===== src/common/fhpc_pkg.sv =====
// Shared constants and types for the parallel flash host pin controller.
// Assumes one 40 MHz clock; all pin timing is counted in clock cycles.
package fhpc_pkg;
    // Bus widths
    localparam int FHPC_AW = 22;
    localparam int FHPC_DW = 16;
    // Clock period in ps
    localparam int FHPC_CLK_PS = 25000;
    // Pin phase times in ns, chosen as plain defaults
    localparam int FHPC_T_SETUP_NS = 50;
    localparam int FHPC_T_STROBE_NS = 75;
    localparam int FHPC_T_HOLD_NS = 25;
    localparam int FHPC_T_RST_NS = 200;
    // Least times round up to whole cycles, at least one
    localparam int FHPC_SETUP_CYC =
        (FHPC_T_SETUP_NS * 1000 + FHPC_CLK_PS - 1) / FHPC_CLK_PS;
    localparam int FHPC_STROBE_CYC =
        (FHPC_T_STROBE_NS * 1000 + FHPC_CLK_PS - 1) / FHPC_CLK_PS;
    localparam int FHPC_HOLD_CYC =
        (FHPC_T_HOLD_NS * 1000 + FHPC_CLK_PS - 1) / FHPC_CLK_PS;
    localparam int FHPC_RST_CYC =
        (FHPC_T_RST_NS * 1000 + FHPC_CLK_PS - 1) / FHPC_CLK_PS;
    localparam int FHPC_CW = 4;
    // Sequencer states
    typedef enum logic [2:0] {
        FHPC_RESET, FHPC_IDLE, FHPC_SETUP, FHPC_STROBE, FHPC_HOLD
    } fhpc_state_e;
endpackage : fhpc_pkg


===== src/common/fhpc_pins_if.sv =====
// Pin-side bundle between the sequencer and the pin driver.
// Assumes both ends run on the same clock.
interface fhpc_pins_if;
    import fhpc_pkg::*;
    logic [FHPC_AW-1:0] addr;
    logic [FHPC_DW-1:0] wdata;
    logic drive;
    logic chip_sel;
    logic out_gate;
    logic wr_strobe;
    modport seq (output addr, wdata, drive, chip_sel, out_gate, wr_strobe);
    modport drv (input addr, wdata, drive, chip_sel, out_gate, wr_strobe);
endinterface : fhpc_pins_if


===== src/design/fhpc_pin_drv.sv =====
// Pin register stage for the flash host controller.
// Assumes the sequencer changes data and strobes in separate phases.
module fhpc_pin_drv
    import fhpc_pkg::*;
(
    // Clock and reset
    input wire logic clk,
    input wire logic rst_b,
    // Sequencer side
    fhpc_pins_if.drv pins,
    // Flash pins
    output logic [FHPC_AW-1:0] address_lines,
    output logic [FHPC_DW-1:0] data_lines_o,
    output logic data_lines_oe,
    output logic chip_sel_b,
    output logic out_gate_b,
    output logic wr_strobe_b
);
    logic [FHPC_AW-1:0] addr_q, addr_d;
    logic [FHPC_DW-1:0] data_q, data_d;
    logic oe_q, oe_d, cs_q, cs_d, og_q, og_d, we_q, we_d;

    // Next pin values; strobes idle high in reset
    always_comb begin
        addr_d = pins.addr;
        data_d = pins.wdata;
        oe_d = pins.drive & ~pins.out_gate; // Never fight the flash
        cs_d = ~pins.chip_sel;
        og_d = ~pins.out_gate;
        we_d = ~pins.wr_strobe;
        if (!rst_b) begin
            addr_d = '0;
            data_d = '0;
            oe_d = 1'b0;
            cs_d = 1'b1;
            og_d = 1'b1;
            we_d = 1'b1;
        end
    end

    // Glitch-free pins straight from flops
    always_ff @(posedge clk) begin
        addr_q <= addr_d;
        data_q <= data_d;
        oe_q <= oe_d;
        cs_q <= cs_d;
        og_q <= og_d;
        we_q <= we_d;
    end

    assign address_lines = addr_q;
    assign data_lines_o = data_q;
    assign data_lines_oe = oe_q;
    assign chip_sel_b = cs_q;
    assign out_gate_b = og_q;
    assign wr_strobe_b = we_q;

    // Drive and output gate never overlap
    chk_no_contention: assert property (@(posedge clk)
        disable iff (!rst_b) !(oe_q && !og_q))
        else $error("host drives data while output gate low");
endmodule // fhpc_pin_drv


===== src/design/fhpc_host.sv =====
// Host controller driving an asynchronous 16-bit parallel flash by pins.
// Assumes a requester on the same clock; flash data returns asynchronously.
// Operation
// - Host uses 22 address lines and 16 two-way data lines.
// - Host drives data on writes; flash drives data on reads.
// - Host holds reset low through power-up and power-down.
// - Flash latches on first rising select or strobe; host holds until then.
// - Program voltage at lockout blocks erase and program; host avoids them.
// - Host writes each command inside the targeted block; code sends req_addr as given, with no block check.
module fhpc_host
    import fhpc_pkg::*;
(
    // Clock and reset
    input wire logic clk,
    input wire logic rst_b,
    // Request side
    input wire logic req_valid,
    output logic req_ready,
    input wire logic req_write,
    input wire logic [FHPC_AW-1:0] req_addr,
    input wire logic [FHPC_DW-1:0] req_wdata,
    output logic rsp_valid,
    output logic [FHPC_DW-1:0] rsp_rdata,
    output logic rsp_refused,
    // System controls
    input wire logic power_ok,
    input wire logic guard_en,
    input wire logic prog_volt_low,
    // Flash pins
    output logic [FHPC_AW-1:0] address_lines,
    input wire logic [FHPC_DW-1:0] data_lines_i,
    output logic [FHPC_DW-1:0] data_lines_o,
    output logic data_lines_oe,
    output logic chip_sel_b,
    output logic out_gate_b,
    output logic wr_strobe_b,
    output logic flash_rst_b,
    output logic lock_guard_b
);
    fhpc_pins_if pins();

    fhpc_state_e state_q, state_d;
    logic [FHPC_CW-1:0] cnt_q, cnt_d;
    logic write_q, write_d;
    logic [FHPC_AW-1:0] addr_q, addr_d;
    logic [FHPC_DW-1:0] wdata_q, wdata_d;
    logic [FHPC_DW-1:0] rdata_q, rdata_d;
    logic rvalid_q, rvalid_d, refused_q, refused_d;
    logic frst_q, frst_d, guard_q, guard_d;
    logic [FHPC_DW-1:0] din_s1_q, din_s2_q;
    logic pok_s1_q, pok_s2_q, pvl_s1_q, pvl_s2_q;

    // Two-flop synchronisers for pin-side data, power_ok and prog_volt_low
    always_ff @(posedge clk) begin
        din_s1_q <= data_lines_i;
        din_s2_q <= din_s1_q;
        pok_s1_q <= power_ok;
        pok_s2_q <= pok_s1_q;
        pvl_s1_q <= prog_volt_low;
        pvl_s2_q <= pvl_s1_q;
    end

    // Phase length per state, cut to counter width
    function automatic logic [FHPC_CW-1:0] phase_len(input fhpc_state_e s);
        unique case (s)
            FHPC_SETUP: phase_len = FHPC_CW'(FHPC_SETUP_CYC - 1);
            FHPC_STROBE: phase_len = FHPC_CW'(FHPC_STROBE_CYC + 1);
            FHPC_HOLD: phase_len = FHPC_CW'(FHPC_HOLD_CYC - 1);
            default: phase_len = FHPC_CW'(FHPC_RST_CYC - 1);
        endcase
    endfunction

    assign req_ready = (state_q == FHPC_IDLE);

    // Sequencer next state; strobe extended two cycles for input sync
    always_comb begin
        state_d = state_q;
        cnt_d = cnt_q;
        write_d = write_q;
        addr_d = addr_q;
        wdata_d = wdata_q;
        rdata_d = rdata_q;
        rvalid_d = 1'b0;
        refused_d = 1'b0;
        frst_d = frst_q;
        guard_d = guard_en;
        unique case (state_q)
            FHPC_RESET: begin
                // Flash reset held low until supply is good
                frst_d = 1'b0;
                if (!pok_s2_q) begin
                    cnt_d = phase_len(FHPC_RESET);
                end else if (cnt_q == '0) begin
                    frst_d = 1'b1; // Flash returns to read array
                    state_d = FHPC_IDLE;
                end else begin
                    cnt_d = cnt_q - FHPC_CW'(1);
                end
            end
            FHPC_IDLE: begin
                if (!pok_s2_q) begin
                    frst_d = 1'b0; // Power dropping: reset first
                    cnt_d = phase_len(FHPC_RESET);
                    state_d = FHPC_RESET;
                end else if (req_valid) begin
                    if (req_write && pvl_s2_q) begin
                        // Voltage at lockout: program/erase not tried
                        refused_d = 1'b1;
                    end else begin
                        write_d = req_write;
                        addr_d = req_addr; // Command address as given
                        wdata_d = req_wdata;
                        cnt_d = phase_len(FHPC_SETUP);
                        state_d = FHPC_SETUP;
                    end
                end
            end
            FHPC_SETUP: begin
                if (cnt_q == '0) begin
                    cnt_d = phase_len(FHPC_STROBE);
                    state_d = FHPC_STROBE;
                end else begin
                    cnt_d = cnt_q - FHPC_CW'(1);
                end
            end
            FHPC_STROBE: begin
                if (cnt_q == '0) begin
                    if (!write_q) begin
                        rdata_d = din_s2_q; // Sampled while gate still low
                        rvalid_d = 1'b1;
                    end
                    cnt_d = phase_len(FHPC_HOLD);
                    state_d = FHPC_HOLD;
                end else begin
                    cnt_d = cnt_q - FHPC_CW'(1);
                end
            end
            FHPC_HOLD: begin
                if (cnt_q == '0) begin
                    rvalid_d = write_q;
                    state_d = FHPC_IDLE;
                end else begin
                    cnt_d = cnt_q - FHPC_CW'(1);
                end
            end
            default: state_d = FHPC_RESET;
        endcase
        // Supply loss aborts any access so the flash sees reset at once
        if (!pok_s2_q && state_q != FHPC_RESET) begin
            frst_d = 1'b0;
            cnt_d = phase_len(FHPC_RESET);
            state_d = FHPC_RESET;
        end
        if (!rst_b) begin
            state_d = FHPC_RESET;
            cnt_d = phase_len(FHPC_RESET);
            write_d = 1'b0;
            addr_d = '0;
            wdata_d = '0;
            rdata_d = '0;
            frst_d = 1'b0;
            guard_d = 1'b0;
        end
    end

    // Sequencer registers
    always_ff @(posedge clk) begin
        state_q <= state_d;
        cnt_q <= cnt_d;
        write_q <= write_d;
        addr_q <= addr_d;
        wdata_q <= wdata_d;
        rdata_q <= rdata_d;
        rvalid_q <= rvalid_d;
        refused_q <= refused_d;
        frst_q <= frst_d;
        guard_q <= guard_d;
    end

    // Pin intent: address and data held through strobe and hold
    assign pins.addr = addr_q;
    assign pins.wdata = wdata_q;
    assign pins.drive = write_q && (state_q != FHPC_IDLE)
        && (state_q != FHPC_RESET);
    assign pins.chip_sel = (state_q == FHPC_SETUP)
        || (state_q == FHPC_STROBE); // Standby when idle
    assign pins.out_gate = !write_q && (state_q == FHPC_STROBE);
    assign pins.wr_strobe = write_q && (state_q == FHPC_STROBE);

    fhpc_pin_drv u_drv (
        .clk(clk),
        .rst_b(rst_b),
        .pins(pins),
        .address_lines(address_lines),
        .data_lines_o(data_lines_o),
        .data_lines_oe(data_lines_oe),
        .chip_sel_b(chip_sel_b),
        .out_gate_b(out_gate_b),
        .wr_strobe_b(wr_strobe_b)
    );

    assign rsp_valid = rvalid_q;
    assign rsp_rdata = rdata_q;
    assign rsp_refused = refused_q;
    assign flash_rst_b = frst_q;
    assign lock_guard_b = guard_q; // Guard high releases lock-down

    // Power loss forces flash reset low within two cycles
    chk_rst_on_power: assert property (@(posedge clk)
        disable iff (!rst_b) !pok_s2_q |-> ##[1:2] !frst_q)
        else $error("flash reset not low on power loss");
    // A write under voltage lockout never starts
    chk_lockout_refuse: assert property (@(posedge clk)
        disable iff (!rst_b)
        req_valid && req_ready && req_write && pvl_s2_q && pok_s2_q
        |=> refused_q && state_q == FHPC_IDLE)
        else $error("write started under program voltage lockout");
    // Write strobe only with host driving data
    chk_strobe_data: assert property (@(posedge clk)
        disable iff (!rst_b) pins.wr_strobe |-> pins.drive && pins.chip_sel)
        else $error("strobe without driven data");
    // Address steady while chip selected
    chk_addr_hold: assert property (@(posedge clk)
        disable iff (!rst_b)
        pins.chip_sel && $past(pins.chip_sel) |-> $stable(addr_q))
        else $error("address moved during access");
    // Read gate never with write strobe
    chk_read_form: assert property (@(posedge clk)
        disable iff (!rst_b) pins.out_gate |-> !pins.wr_strobe && !pins.drive)
        else $error("read gate overlaps write");
    // Accepted request completes within 8 to 12 cycles
    chk_done_time: assert property (@(posedge clk)
        disable iff (!rst_b)
        req_valid && req_ready && !(req_write && pvl_s2_q) && pok_s2_q
        |-> ##[8:12] rsp_valid)
        else $error("access did not finish in time");
    // No access while flash held in reset
    chk_no_access_rst: assert property (@(posedge clk)
        disable iff (!rst_b) !frst_q |-> !pins.chip_sel)
        else $error("access while flash in reset");
    // Strobe lasts the full extended phase
    chk_strobe_len: assert property (@(posedge clk)
        disable iff (!rst_b) $rose(pins.chip_sel) |-> ##2 pins.chip_sel [*5])
        else $error("strobe phase too short");
endmodule // fhpc_host


===== config.mk =====
export PLATFORM = sky130hd
export DESIGN_NAME = fhpc_host
export DESIGN_NICKNAME = d
export VERILOG_FILES = /design/src/common/fhpc_pkg.sv /design/src/common/fhpc_pins_if.sv /design/src/design/fhpc_pin_drv.sv /design/src/design/fhpc_host.sv
export SDC_FILE = /design/constraint.sdc
export NUM_CORES = 1
export LEC_CHECK = 0
export BUFFER_PORTS_ARGS = -buffer_cell sky130_fd_sc_hd__buf_2
export CELL_PAD_IN_SITES_DETAIL_PLACEMENT = 0
export CELL_PAD_IN_SITES_GLOBAL_PLACEMENT = 1
export CORE_MARGIN = 3
export CORE_UTILIZATION = 35
export DETAILED_ROUTE_END_ITERATION = 8
export GPL_TIMING_DRIVEN = 0
export PLACE_DENSITY_LB_ADDON = 0.12
export REMOVE_ABC_BUFFERS = 1
export SETUP_SLACK_MARGIN = 0.2
export SLEW_MARGIN = 20
export SYNTH_ARGS = -nofsm -noshare
export SYNTH_HDL_FRONTEND = slang
export SYNTH_SLANG_ARGS = --single-unit

===== constraint.sdc =====
create_clock -name clk -period 1.6 [get_ports clk]
set_input_delay 0 -clock clk [delete_from_list [all_inputs] [get_ports clk]]
set_output_delay 0 -clock clk [all_outputs]
set_load 0.01 [all_outputs]

==> metrics.md <==
| Metric | Value |
|---|---|
| Status | complete, but fails checks |
| Failing checks | negative setup slack |
| Crit path cell chain | inv_2, ha_4, nor3b_4, buf_6, buf_4, nand4_1, o311ai_1, a221o_1 |
| Boundary Pins | 124 |
| Tot GR Track Use | 17.28% |
| PnR worst setup slack | -38.18 ps |
| CTS tree | yes |
| Via/cell ratio | 4.508 |
| Area leader, netlist | dfxtp_1 |
| WS Path Type | flip-flop to flip-flop |
| Synth Flop Type | dfxtp_1 |
| Core Area | 0.01277 mm^2 |
| CP peak stage delay | 340 ps |
| Slew Viols, Final | 0 |
| Post-route ant nets | 0 |
| Worst-path clk slew | 60 ps |
| DR vias | 3904 |
| Post-Syn Area per Cell | 10.14 um^2 |
| CTS buffer count | 17 |
| H-tree depth | 4 |
| Cell variety after synth | 42 |
| Clock Path Buffers | 2 |
| Vias in the first global route | 3813 |
| Setup-failing EPs final | 1 |
| Critical path buffer and inverter count | 3 |
| Port bufs | 123 |
| Yosys warns | 0 |
| Cell family with most CP delay | compound AO/OA/AOI/OAI gates |
| Placed Instances | 728 |
| Share of layout cells above drive strength 1 | 36.17% |
| Synth Register Bits | 144 |
| Worst Path Max Fanout | 3 |
| Post-Syn Area | 0.004632 mm^2 |
| P&R area growth vs syn | 59.43% |
| Crit path launch type | flip-flop |
| Commonest non-fill, non-tap cell in the layout | dfxtp_1 |
| Clock Latency Late Sink | 420 ps |
| Worst-margin pin slew | 414.6 ps |
| Sw frac | 19.44% |
| WL/cell | 14.31 um |
| First-pass GRT wire length | 19.36 mm |
| Max VDD drop | 790.6 uV |
| Crit path capture type | flip-flop |
| Comb power frac | 3.9% |
| RSZ-0062 raised after global routing | yes |
| Fin crit period | 1638 ps |
| Leakage | 3.052 nW |
| Setup Skew | 13.62 ps |
| First-pass DRT Iterations | 4 |
| FMAX | 610.4 MHz |
| Largest net degree at the start of global routing | 60 |
| Final core occ | 57.81% |
| Sw Pwr | 1.618 mW |
| Pint | 6.706 mW |
| Max-Cap Viols | 0 |
| Post-DP HPWL | 6.545 mm |
| Mapped Cells | 457 |
| Final period util | 102.4% |
| Die area | 0.01465 mm^2 |
| Most frequent cells in the layout | 138 x dfxtp_1, 122 x buf_2, 103 x nand2_1 |
| Reg power frac | 43.9% |
| P per Cell Area | 1127 mW/mm^2 |
| First DRT Iteration DRCs | 191 |
| Die Ht | 121.0 um |
| Tot Pwr | 8.324 mW |
| Slowest CP cell | dfxtp_2 |
| Yosys top cell area share | 62.24% |
| DRC violation count after routing | 0 |
| EDFF count, synth | 0 |
| Initial antenna violation count | 0 |
| RePlAce Congestion | 0.7320 |
| Ys async rst share | 0% |
| Chip Width | 121.0 um |
| Max-slew headroom | 72.30% |
| Hold Crit Class | input pin to flip-flop |
| Root buffer cell | clkbuf_16 |
| Number of cell rows | 41 |
| Fin. Hold Viols | 0 |
| Post-route insts no fill | 866 |
| Post-Route WL | 12.39 mm |
| Fin nets | 744 |
| Largest cells by area after synthesis | dfxtp_1 62%, a21boi_0 8.8%, nand2_1 8.4%, and2_1 5.3%, nand3_1 2.1% |
| Register area share after synthesis | 62.24% |
| CP arrival | 1940 ps |
| CTS Sinks | 144 |
| Power share of the clock group | 52.2% |
| CP required | 1900 ps |
| Ant diodes | 0 |
| Initial core utilization | 36.26% |
| GR Overflow Total | 0 |
## cell type report
type                    instances  area (um^2)
fillers                      1132         5389
flip-flops and latches        144         2900
multi-input cells             282         1859
repair buffers                231         1727
clock buffers                  20        456.7
well taps                     172        215.2
clock inverters                12        205.2
inverters                       5        21.27
## power by group through the flow
| stage | clock network (mW) | registers, mW | logic [mW] |
|---|---|---|---|
| 5_1_grt | 4.61 | 3.66 | 0.350 |
| 2_1_floorplan | 0 | 3.73 | 0.0426 |
| 4_1_cts | 4.47 | 3.65 | 0.314 |
| 6_report | 4.34 | 3.66 | 0.323 |
| 3_5_place_dp | 0 | 3.74 | 0.162 |
| 3_3_place_gp | 0 | 3.73 | 0.156 |
## what timing repair did
item | in CTS | in global routing
buffers inserted | 34 | 7
pin swaps | 29 | 13
endpoints found under the setup margin | 66 | 49
endpoints found under the hold margin | 61 | 0
hold buffers | 61 | 0
cloned | 4 | 0
resized for setup | 73 | 25
## worst reg2reg max path, delay by kind of cell, from the launching register on
family                   cells  cell delay [ps]
AO/OA/AOI/OAI                2              430
adder cells (fa/ha/maj)      1              160
buffers and inverters        3              340
flip-flops                   1              340
AND/OR/NAND/NOR              2              260
## cells in the mapped netlist (3+ instances only)
cell / instances
a21boi_0: 54
a21oi_1: 6
a31oi_1: 3
and2_1: 39
buf_2: 7
buf_4: 5
clkbuf_1: 14
dfxtp_1: 144
inv_1: 3
nand2_1: 104
nand2b_1: 3
nand3_1: 19
nor2_1: 7
nor3_1: 6
nor4_1: 3
o21ai_0: 3
o2bb2ai_1: 3
or3_1: 4
## through the flow
step	TNS (ps)	worst slack, ps	instance area, um^2	hold slack, ps
final	-38.18	-38.18	7385	17.91
after global routing	-150.2	-85.40	7385	45.36
after CTS	-0.1275	-0.1275	7241	22.04
after detailed placement	-32750	-1048	5396	104.0
after global placement	-82290	-1567	5311	103.1
after floorplan	-19300	-427.3	4481	27.72
## kinds of logic after synthesis
logic type / Yosys count / share of synthesized area [%]
fa+ha+maj: 2 / 0.5402
flops: 144 / 62.24
compound gates: 81 / 13.07
simple gates: 194 / 20.02
buf+inv: 34 / 3.674
mux: 2 / 0.4592
## state kept, by name (all words and copies together) (netlist names), 3 cells and up
signal               count
state_q                  3
din_s1_q                16
din_s2_q                16
pins.wdata              16
cnt_q                    4
addr_q                  22
rsp_rdata               16
u_drv.data_lines_o      16
u_drv.address_lines     22
## path summary, 6_finish.rpt
kind	end	cells past startpoint	slack, ps	from
worst min-delay path	pins.wdata[5]$_SDFFE_PN0P_	2	20	rst_b
worst max-delay path	cnt_q[1]$_SDFFE_PP1P_	8	-40	cnt_q[1]$_SDFFE_PP1P_
worst min register to register	pok_s2_q$_DFF_P_	0	320	pok_s1_q$_DFF_P_
worst max register to register	cnt_q[1]$_SDFFE_PP1P_	8	-40	cnt_q[1]$_SDFFE_PP1P_
## layer usage
metal / global-route usage [%] / vias up / share of wire, %
met5: 0 / - / 0
met4: 6.020 / 0 / 0.81
met3: 6.527 / 7 / 6.3
met2: 28.86 / 104 / 49
met1: 20.32 / 1828 / 44
li1: - / 1965 / -
(Power assumes the default switching activity.)
